## config.mk

```make
export PLATFORM = sky130hd
export DESIGN_NAME = srg_top
export DESIGN_NICKNAME = d
export VERILOG_FILES = /design/src/verilog/srg_pkg.sv /design/src/verilog/srg_top.sv /design/src/verilog/srg_filter.sv
export SDC_FILE = /design/constraint.sdc
export NUM_CORES = 1
export LEC_CHECK = 0
export BUFFER_PORTS_ARGS = -buffer_cell sky130_fd_sc_hd__buf_2
export CORE_MARGIN = 2
export CORE_UTILIZATION = 55
export CTS_BUF_LIST = sky130_fd_sc_hd__clkbuf_8
export CTS_CLUSTER_DIAMETER = 50
export DETAILED_ROUTE_END_ITERATION = 7
export PLACE_DENSITY = 0.72
export SLEW_MARGIN = 5
export SYNTH_ARGS = -nofsm -noshare
export SYNTH_HDL_FRONTEND = slang
export SYNTH_HIERARCHICAL = 1
export SYNTH_SLANG_ARGS = --single-unit
```

## constraint.sdc

```tcl
create_clock -name CORE_CLK_I -period 1.88 [get_ports CORE_CLK_I]
set_input_delay 0 -clock CORE_CLK_I [delete_from_list [all_inputs] [get_ports CORE_CLK_I]]
set_output_delay 0 -clock CORE_CLK_I [all_outputs]
set_load 0.03 [all_outputs]
```

## src/verilog/srg_pkg.sv

```systemverilog
/*
 * Package for the supply reset and RAM guard: timing constants and the
 * supervisor state type.
 * Assumes a 50 MHz always-on core clock.
 */
package srg_pkg;
    // Core clock rate
    localparam int unsigned CLK_HZ = 50_000_000;
    // Hold time after supply recovery, in milliseconds
    localparam int unsigned HOLD_MS = 200;
    // Hold time in cycles (longest time, rounds down)
    localparam int unsigned HOLD_CYC = (CLK_HZ / 1000) * HOLD_MS;
    // Glitch filter time in microseconds
    localparam int unsigned FILT_US = 10;
    // Glitch filter time in cycles
    localparam int unsigned FILT_CYC = (CLK_HZ / 1_000_000) * FILT_US;
    // Reset output levels (active low)
    localparam logic RST_ON = 1'b0;
    localparam logic RST_OFF = 1'b1;

    // Supervisor states
    typedef enum logic [1:0] {
        SRG_LOW,
        SRG_HOLD,
        SRG_RUN
    } srg_state_t;
endpackage

```

## src/verilog/srg_top.sv

```systemverilog
/*
 * Supply reset and RAM guard: supervises a supply-low indication, drives
 * the system reset with a hold period and guards the RAM chip enable.
 * Assumes CORE_CLK_I runs always, even while the supply is low; the
 * supply-low and backup indications are asynchronous pins.
 */
`timescale 1ns/1ps
`default_nettype none
// Contract
// - Reset asserted while supply is low.
// - Hold reset about 200ms after recovery.
// - Reset output is active low.
// - Filter glitches on supply-low indication.
// - RAM select held inactive on backup power.
// - Block RAM in reset; buffer disable high.
// - Power-down chip enable inactive high.
// - Direct CPU reset; DSP reset also CPU-driven.
module srg_top
    import srg_pkg::*;
#(
    parameter int unsigned HOLD_CYCLES = HOLD_CYC,
    parameter int unsigned FILT_CYCLES = FILT_CYC
) (
    // Clock and reset
    input wire logic CORE_CLK_I,
    input wire logic RST_N_I,
    // Supply monitor pins
    input wire logic SUPPLY_LOW_I,
    input wire logic ON_BATTERY_I,
    // Processor side
    input wire logic CPU_RAM_CS_N_I,
    input wire logic CPU_DSP_RST_N_I,
    // Reset outputs
    output logic CPU_RST_N_O,
    output logic DSP_RST_N_O,
    // RAM guard
    output logic RAM_CE_N_O,
    output logic BUF_DIS_O
);
    localparam int HW = $clog2(HOLD_CYCLES + 1);

    logic [1:0] low_sync_q;
    logic [1:0] bat_sync_q;
    logic [1:0] cs_sync_q;
    logic low_filt;
    srg_state_t state_q;
    logic [HW-1:0] hold_q;
    logic rst_n_q;
    logic dis_q;
    logic dsp_rst_n_q;

    ////////////////////////////////////////////////////////////////////////
    // Two-flop synchronisers for asynchronous pins
    always_ff @(posedge CORE_CLK_I) begin
        if (!RST_N_I) begin
            low_sync_q <= 2'h3;
            bat_sync_q <= 2'h3;
            cs_sync_q <= 2'h3;
        end else begin
            low_sync_q <= {low_sync_q[0], SUPPLY_LOW_I};
            bat_sync_q <= {bat_sync_q[0], ON_BATTERY_I};
            cs_sync_q <= {cs_sync_q[0], CPU_RAM_CS_N_I};
        end
    end

    // Short transients never reach the supervisor
    srg_filter #(
        .COUNT(FILT_CYCLES)
    ) u_filter (
        .clk_i(CORE_CLK_I),
        .rst_n_i(RST_N_I),
        .raw_i(low_sync_q[1]),
        .filt_o(low_filt)
    );

    ////////////////////////////////////////////////////////////////////////
    // Supervisor state: low, hold, run
    always_ff @(posedge CORE_CLK_I) begin
        if (!RST_N_I) begin
            state_q <= SRG_LOW;
        end else if (low_filt) begin
            state_q <= SRG_LOW; // Any reassertion restarts
        end else begin
            unique case (state_q)
                SRG_LOW: state_q <= SRG_HOLD;
                SRG_HOLD: begin
                    if (hold_q == HW'(HOLD_CYCLES - 1)) begin
                        state_q <= SRG_RUN;
                    end
                end
                SRG_RUN: state_q <= SRG_RUN;
                default: state_q <= SRG_LOW; // Unused code falls to held
            endcase
        end
    end

    // Hold counter, cleared outside the hold state
    always_ff @(posedge CORE_CLK_I) begin
        if (!RST_N_I) begin
            hold_q <= '0;
        end else if (state_q == SRG_HOLD && !low_filt) begin
            hold_q <= hold_q + HW'(1);
        end else begin
            hold_q <= '0;
        end
    end

    ////////////////////////////////////////////////////////////////////////
    // Reset output register; low means held
    always_ff @(posedge CORE_CLK_I) begin
        if (!RST_N_I) begin
            rst_n_q <= RST_ON;
        end else if (state_q == SRG_RUN && !low_filt) begin
            rst_n_q <= RST_OFF;
        end else begin
            rst_n_q <= RST_ON;
        end
    end

    // DSP reset: supervisor reset or the processor's own control
    always_ff @(posedge CORE_CLK_I) begin
        if (!RST_N_I) begin
            dsp_rst_n_q <= RST_ON;
        end else begin
            dsp_rst_n_q <= rst_n_q & CPU_DSP_RST_N_I;
        end
    end

    ////////////////////////////////////////////////////////////////////////
    // Access block: supervisor reset, transition or battery operation.
    // The filter output is watched too, so blocking starts a cycle early
    logic dis_d;
    always_comb begin
        dis_d = !rst_n_q || low_filt || state_q != SRG_RUN
            || bat_sync_q[1];
    end

    // Buffer disable register
    always_ff @(posedge CORE_CLK_I) begin
        if (!RST_N_I) begin
            dis_q <= 1'b1;
        end else begin
            dis_q <= dis_d;
        end
    end

    // Chip enable from a flop, forced high while blocked
    // Taking the block on the same edge as the buffer disable covers the
    // first reset cycle; the enable opens a cycle after the buffer does
    logic ce_n_q;
    always_ff @(posedge CORE_CLK_I) begin
        if (!RST_N_I) begin
            ce_n_q <= 1'b1;
        end else begin
            ce_n_q <= cs_sync_q[1] | dis_q | dis_d;
        end
    end

    assign CPU_RST_N_O = rst_n_q; // Direct to the processor
    assign DSP_RST_N_O = dsp_rst_n_q;
    assign RAM_CE_N_O = ce_n_q;
    assign BUF_DIS_O = dis_q;

    // Run length of the synchronised supply-low level, saturating
    localparam int FW = $clog2(FILT_CYCLES + 1);
    logic [FW-1:0] low_run_q;
    always_ff @(posedge CORE_CLK_I) begin
        if (!RST_N_I) begin
            low_run_q <= '0;
        end else if (!low_sync_q[1]) begin
            low_run_q <= '0;
        end else if (low_run_q != FW'(FILT_CYCLES)) begin
            low_run_q <= low_run_q + FW'(1);
        end
    end
endmodule
`default_nettype wire

```

## src/verilog/srg_filter.sv

```systemverilog
/*
 * Glitch filter for the supply-low indication.
 * Assumes the input is already synchronised to the core clock.
 */
`timescale 1ns/1ps
`default_nettype none
module srg_filter #(
    parameter int unsigned COUNT = 500
) (
    // Clock and reset
    input wire logic clk_i,
    input wire logic rst_n_i,
    // Raw and filtered level
    input wire logic raw_i,
    output logic filt_o
);
    localparam int W = $clog2(COUNT + 1);
    logic [W-1:0] cnt_q;
    logic filt_q;

    ////////////////////////////////////////////////////////////////////////
    // Output follows only after the input has stood still COUNT cycles
    always_ff @(posedge clk_i) begin
        if (!rst_n_i) begin
            cnt_q <= '0;
            filt_q <= 1'b1; // Assume supply low until proven otherwise
        end else if (raw_i == filt_q) begin
            cnt_q <= '0;
        end else if (cnt_q == W'(COUNT - 1)) begin
            cnt_q <= '0;
            filt_q <= raw_i;
        end else begin
            cnt_q <= cnt_q + W'(1);
        end
    end
    assign filt_o = filt_q;
endmodule
`default_nettype wire

```

==> impl_metrics.env, run 1 <==
export IMPL_worst_path_max_fanout=8
export IMPL_power_density_nw_per_um2=693.7
export IMPL_setup_worst_path_class="register to register"
export IMPL_largest_net_degree_at_the_start_of_global_routing=23
export IMPL_die_area_um2=4173
export IMPL_synth_area_top_cells="sky130_fd_sc_hd__dfxtp_1, sky130_fd_sc_hd__xor2_1, sky130_fd_sc_hd__ha_1"
export IMPL_die_height_um=64.60
export IMPL_synth_ff_latch_count=46
export IMPL_io_pins=10
export IMPL_dp_final_hpwl_mm=2.473
export IMPL_max_clock_freq_mhz=578.3
export IMPL_yosys_warnings=6
export IMPL_report_final_slew_viol_count=0
export IMPL_synthesis_area_um2=2019
export IMPL_cp_cell_sequence="ha_1, and3_2, nand2_2, or4_1, a21oi_1"
export IMPL_setup_viol=0
export IMPL_yosys_most_used_dff="sky130_fd_sc_hd__dfxtp_1"
export IMPL_post_synth_most_frequent_cells="sky130_fd_sc_hd__dfxtp_1, sky130_fd_sc_hd__nor2_1, sky130_fd_sc_hd__nand2_1, sky130_fd_sc_hd__nand3_1, sky130_fd_sc_hd__a21oi_1"
export IMPL_numCtsBuffers=5
export IMPL_slew_limit_headroom_pct=77.20
export IMPL_finish_net_count=251
export IMPL_synthDominantAreaCellType="sky130_fd_sc_hd__dfxtp_1"
export IMPL_detail_route_wirelength_mm=3.457
export IMPL_initial_antenna_violation_count=0
export IMPL_synth_cell_type_count=41
export IMPL_detailedRoute_firstPassIterationCount=4
export IMPL_peakVddDrop_mv=0.4532
export IMPL_rr_startpoint="hold_q[0]"
export IMPL_max_clock_path_buffers=2
export IMPL_yosysTopAreaCellShare_pct=45.60
export IMPL_dr_first_iter_drc_count=60
export IMPL_timing_hold_violations_final=0
export IMPL_hold_path_class="register to register"
export IMPL_detail_routed_net_length_per_standard_cell_um=12.00
export IMPL_drv_cap=0
export IMPL_layout_cell_area_non_filler_um2=2305
export IMPL_finalCriticalPeriod_ns=1.729
export IMPL_floorplan_die_width_um=64.60
export IMPL_post_synth_inst_count=215
export IMPL_rsz0062_at_grt="no"
export IMPL_clock_sinks=46
export IMPL_synth_edff_count=0
export IMPL_cts_clk_slew_worst_paths_ns=0.09
export IMPL_totalNegativeSetupSlack_ns=0
export IMPL_h_tree_depth=2
export IMPL_antenna_left=0
export IMPL_worstSkewPairLatency_ns=0.29
export IMPL_clock_skew_final_ns=0.008231
export IMPL_fillCellCount=308
export IMPL_drc_errors=0
export IMPL_remaining_global_route_overflow=0
export IMPL_via_count_of_the_first_global_routing_pass=1493
export IMPL_post_synth_top_count_cell="sky130_fd_sc_hd__dfxtp_1"
export IMPL_groute_usage_overall_pct=19.54
export IMPL_cts_tree="yes"
export IMPL_critical_path_max_stage_delay_ns=0.52
export IMPL_critical_path_arrival_ns=1.95
export IMPL_syn_area_per_cell_um2=9.393
export IMPL_min_delay_start="cs_sync_q[0]"
export IMPL_root_buffer="sky130_fd_sc_hd__clkbuf_8"
export IMPL_start_util_pct=56.00
export IMPL_ffs_w_async_s_r_synth_pct=0
export IMPL_inserted_diodes=0
export IMPL_required_ns=2.10
export IMPL_post_place_ws_ns=0.1385
export IMPL_cp_startpoint="hold_q[0]"
export IMPL_worstSetupStartpointType="register"
export IMPL_gp_congestion=0.8115
export IMPL_routed_vias=1572
export IMPL_core_area_um2=3606
export IMPL_rows=22
export IMPL_setup_ws_final_ns=0.1507
export IMPL_timing_final_crit_share_pct=91.99
export IMPL_tightestPinTransition_ns=0.3410
export IMPL_post_cts_setup_buffers=0
export IMPL_ys_seq_area_share_pct=45.60
export IMPL_grt_pass1_wl_mm=6.375
export IMPL_static_leakage_power_nw=0.7727
export IMPL_outcome="completed"
export IMPL_crit_slowest_cell="sky130_fd_sc_hd__or4_1"
export IMPL_postPlaceCellArea_um2=2133
export IMPL_layout_drive_gt1_share_pct=13.75
export IMPL_via_per_instance_ratio=5.458
export IMPL_layout_area_overhead_vs_synth_pct=14.13
export IMPL_nets_in_the_synthesized_netlist=227
export IMPL_port_buffers=9
export IMPL_end_kind="register"
[cells by family (layout without fill, tap and decap cells)]
group | count (synthesis) | count (layout) | share of synthesized area (%)
xor gates and xnor gates | 16 | 16 | 6.940
muxes | 2 | 2 | 0.9914
and+or+nand+nor | 100 | 100 | 29.18
DFF | 46 | 46 | 45.60
buffers and inverters | 13 | 38 | 3.098
adders and majority gates | 6 | 6 | 3.717
AOI/OAI and AO/OA | 32 | 32 | 10.47
[critical path, delay by kind of cell (launching register included)]
kind | cells | cell delay (ns)
adder cells (fa/ha/maj) | 1 | 0.23
AO/OA/AOI/OAI | 1 | 0.16
AND/OR/NAND/NOR | 3 | 0.90
flip-flops | 1 | 0.37
[routing by layer]
metal,up-vias,GRT usage (%),part of all wire [%]
li1,824,-,-
met1,726,23.74,49
met2,20,33.20,48
met3,2,6.250,3.1
met4,0,5.585,0.40
met5,-,0,0
[path summary, 6_finish.rpt]
kind	endpoint	slack, ns	depth (start not counted)
hold reg to reg	cs_sync_q[1]	0.41	1
setup reg to reg	hold_q[20]	0.15	5
hold / removal	cs_sync_q[1]	0.41	1
setup / recovery	hold_q[20]	0.15	5
[where the power goes]
part	internal (mW)	switching [mW]	leakage (nW)
clock	0.261	0.326	0.0441
combinational	0.0190	0.0105	0.357
sequential	0.980	0.00221	0.372
total	1.26	0.339	0.773
[layout make-up]
cell class	count	area, µm²	share of cell area, %
Inverter	7	26.28	1.140
Timing Repair Buffer	23	170.2	7.383
Multi-Input combinational cell	156	1037	45.01
Sequential cell	46	920.9	39.96
Clock buffer	5	68.82	2.986
Tap cell	48	60.06	2.606
Clock inverter	3	21.27	0.9229
[sequential cells by signal, summed over array words and instances, names as in the netlist]
signal	cells
state_q	2
DSP_RST_N_O	1
hold_q	24
cs_sync_q	2
RAM_CE_N_O	1
u_filter/filt_o	1
bat_sync_q	2
low_sync_q	2
u_filter/cnt_q	9
CPU_RST_N_O	1
BUF_DIS_O	1
[placed cells by master (no fill, tap or decap), types with 2 or more instances in the layout]
cell | synthesis | routed
sky130_fd_sc_hd__a21oi_1 | 11 | 11
sky130_fd_sc_hd__and2_1 | 4 | 4
sky130_fd_sc_hd__and3_1 | 6 | 5
sky130_fd_sc_hd__and3_2 | 2 | 3
sky130_fd_sc_hd__buf_2 | 2 | 9
sky130_fd_sc_hd__buf_4 | 1 | 6
sky130_fd_sc_hd__clkbuf_8 | 0 | 5
sky130_fd_sc_hd__dfxtp_1 | 46 | 46
sky130_fd_sc_hd__dlygate4sd3_1 | 0 | 8
sky130_fd_sc_hd__ha_1 | 6 | 6
sky130_fd_sc_hd__inv_1 | 7 | 7
sky130_fd_sc_hd__mux2i_1 | 2 | 2
sky130_fd_sc_hd__nand2_1 | 14 | 14
sky130_fd_sc_hd__nand2b_1 | 6 | 6
sky130_fd_sc_hd__nand3_1 | 14 | 14
sky130_fd_sc_hd__nand4_1 | 8 | 8
sky130_fd_sc_hd__nor2_1 | 19 | 19
sky130_fd_sc_hd__nor3_1 | 2 | 2
sky130_fd_sc_hd__nor3b_1 | 2 | 2
sky130_fd_sc_hd__nor4_1 | 4 | 4
sky130_fd_sc_hd__o21a_1 | 2 | 2
sky130_fd_sc_hd__o21ai_0 | 3 | 3
sky130_fd_sc_hd__o31ai_1 | 9 | 9
sky130_fd_sc_hd__or3_1 | 3 | 3
sky130_fd_sc_hd__or4_1 | 9 | 9
sky130_fd_sc_hd__xnor2_1 | 7 | 7
sky130_fd_sc_hd__xor2_1 | 9 | 9
[repair_timing]
item / CTS / global route
gates resized for setup: 0 / 1
endpoints found under the setup margin: 0 / 2
hold buffers: 8 / 0
hold endpoints to repair: 8 / 0
[stage by stage]
| stage | power [mW] | utilization, % | std cells | hold slack, ns |
|---|---|---|---|---|
| 2_1_floorplan | 1.012 | - | 215 | 0.07304 |
| 3_3_place_gp | 1.021 | 59.16 | 272 | 0.1844 |
| 3_5_place_dp | 1.021 | 59.16 | 272 | 0.1878 |
| 4_1_cts | 1.619 | 63.88 | 288 | 0.4143 |
| 5_1_grt | 1.663 | 63.91 | 288 | 0.4409 |
| 6_report | 1.599 | 63.91 | 288 | 0.4146 |
No activity file was read; power rests on OpenSTA's default activity.
==> inputs of run 2 (changes only) <==
==> constraint.sdc (replaced) <==
create_clock -name CORE_CLK_I -period 1.88 [get_ports CORE_CLK_I]
set_input_delay 0.188 -clock CORE_CLK_I [delete_from_list [all_inputs] [get_ports CORE_CLK_I]]
set_output_delay 0.188 -clock CORE_CLK_I [all_outputs]
set_load 0.03 [all_outputs]
==> run 2 against run 1 <==
- non-clock buffer count down 8
- highest routed layer unchanged
- setup slack better by 0.0023 ns
- wire length down 3.5%
- combinational power down 46%
- global-route usage down 0.50 points
- critical endpoint unchanged
- critical path type unchanged
- clock power about the same
- largest cell class unchanged
- count of clock-buffer cells in the layout unchanged
==> impl_metrics.env, run 2 (synthesis gave the netlist of run 1 again) <==
export IMPL_outcome="completed"
export IMPL_grt_pass1_wl_mm=6.203
export IMPL_top_register="hold_q"
export IMPL_tightestPinTransition_ns=0.3403
export IMPL_cts_tree="yes"
export IMPL_timing_final_crit_share_pct=91.86
export IMPL_reg_top3="hold_q x24, u_filter/cnt_q x9"
export IMPL_hold_path_class="input pin to register"
export IMPL_layout_area_overhead_vs_synth_pct=10.16
export IMPL_max_clock_path_buffers=2
export IMPL_gp_congestion=0.8115
export IMPL_post_cts_resized=0
export IMPL_die_height_um=64.60
export IMPL_dr_first_iter_drc_count=65
export IMPL_timing_hold_violations_final=0
export IMPL_min_delay_start="SUPPLY_LOW_I"
export IMPL_setup_viol=0
export IMPL_worstSkewPairLatency_ns=0.29
export IMPL_final_common_cell="sky130_fd_sc_hd__dfxtp_1"
export IMPL_layout_cell_area_non_filler_um2=2225
export IMPL_root_buffer="sky130_fd_sc_hd__clkbuf_8"
export IMPL_numCtsBuffers=5
export IMPL_worst_r2r_cell_count=5
export IMPL_slew_limit_headroom_pct=77.24
export IMPL_setup_worst_path_class="register to register"
export IMPL_post_cts_setup_buffers=0
export IMPL_remaining_global_route_overflow=0
export IMPL_max_clock_freq_mhz=579.0
export IMPL_finalCriticalPeriod_ns=1.727
export IMPL_antenna_left=0
export IMPL_dp_final_hpwl_mm=2.473
export IMPL_rr_startpoint="hold_q[0]"
export IMPL_detail_route_wirelength_mm=3.335
export IMPL_end_kind="register"
export IMPL_clock_sinks=46
export IMPL_die_area_um2=4173
export IMPL_inserted_diodes=0
export IMPL_route_layer_met1_wl_mm=1.630
export IMPL_h_tree_depth=2
export IMPL_max_reg_flops=24
export IMPL_finish_net_count=243
export IMPL_io_pins=10
export IMPL_detailedRoute_firstPassIterationCount=4
export IMPL_detail_routed_net_length_per_standard_cell_um=11.91
export IMPL_report_final_slew_viol_count=0
export IMPL_worst_path_max_fanout=8
export IMPL_port_buffers=9
export IMPL_via_count_of_the_first_global_routing_pass=1452
export IMPL_layout_common_cells="sky130_fd_sc_hd__dfxtp_1, sky130_fd_sc_hd__nor2_1, sky130_fd_sc_hd__nand2_1, sky130_fd_sc_hd__nand3_1, sky130_fd_sc_hd__a21oi_1"
export IMPL_static_leakage_power_nw=0.7435
export IMPL_via_per_instance_ratio=5.479
export IMPL_start_util_pct=56.00
export IMPL_required_ns=2.10
export IMPL_worst_hold_path_stage_count=2
export IMPL_routed_vias=1534
export IMPL_rows=22
export IMPL_route_top_layer_used="met4"
export IMPL_floorplan_die_width_um=64.60
export IMPL_worstSetupStartpointType="register"
export IMPL_drv_cap=0
export IMPL_wl_met2_mm=1.575
export IMPL_rsz0062_at_grt="no"
export IMPL_cp_cell_sequence="ha_1, and3_2, nand2_2, or4_1, a21oi_1"
export IMPL_core_area_um2=3606
export IMPL_postPlaceCellArea_um2=2133
export IMPL_cts_clk_slew_worst_paths_ns=0.08
export IMPL_drc_errors=0
export IMPL_cp_top_family="simple AND/OR/NAND/NOR gates"
export IMPL_groute_usage_overall_pct=19.04
export IMPL_cp_startpoint="hold_q[0]"
export IMPL_crit_slowest_cell="sky130_fd_sc_hd__or4_1"
export IMPL_clock_skew_final_ns=0.008231
export IMPL_power_density_nw_per_um2=711.4
export IMPL_totalNegativeSetupSlack_ns=0
export IMPL_critical_path_cell_count=5
export IMPL_layout_drive_gt1_share_pct=14.22
export IMPL_cp_bufs_invs=0
export IMPL_initial_antenna_violation_count=0
export IMPL_largest_net_degree_at_the_start_of_global_routing=23
export IMPL_critical_path_arrival_ns=1.95
export IMPL_dr_wl_met3_um=114
export IMPL_critical_path_max_stage_delay_ns=0.52
export IMPL_peakVddDrop_mv=0.4398
export IMPL_cts_hold_repair_buffers=0
[run 2: cell count changes in the layout (fill, tap and decap cells not counted)]
cell / change
sky130_fd_sc_hd__dlygate4sd3_1: -8
[run 2: report_power, final]
part / switching [mW] / internal (mW) / total (mW) / leakage (nW)
registers: 0.00212 / 0.980 / 0.982 / 0.372
logic: 0.00785 / 0.00816 / 0.0160 / 0.327
clock network: 0.324 / 0.261 / 0.585 / 0.0441
total: 0.334 / 1.25 / 1.58 / 0.744
[run 2: final cells by class]
class	count	area, µm²
clock buffers	5	68.82
clock inverters	3	21.27
fillers	323	1381
inverters	7	26.28
multi-input cells	156	1037
flip-flops and latches	46	920.9
well taps	48	60.06
repair buffers	15	90.09
[run 2: through the flow]
| step | util [%] | hold WS, ns | power [mW] | instances | setup slack [ns] |
|---|---|---|---|---|---|
| 2_1_floorplan | - | 0.2610 | 1.012 | 215 | 0.2631 |
| 3_3_place_gp | 59.16 | 0.3724 | 1.021 | 272 | 0.1941 |
| 3_5_place_dp | 59.16 | 0.3758 | 1.021 | 272 | 0.1385 |
| 4_1_cts | 61.66 | 0.06218 | 1.607 | 280 | 0.1039 |
| 5_1_grt | 61.69 | 0.05222 | 1.647 | 280 | 0.01650 |
| 6_report | 61.69 | 0.07214 | 1.583 | 280 | 0.1530 |
[run 2: final timing paths]
path                        end  slack [ns]
setup reg to reg     hold_q[20]        0.15
hold / removal    low_sync_q[0]        0.07
hold reg to reg    cs_sync_q[1]        0.41
setup / recovery     hold_q[20]        0.15
[run 2: metal layers]
| metal | global-route usage [%] | vias up |
|---|---|---|
| met5 | 0 | - |
| met4 | 5.585 | 0 |
| met3 | 6.250 | 2 |
| met2 | 31.90 | 20 |
| met1 | 23.35 | 704 |
| li1 | - | 808 |
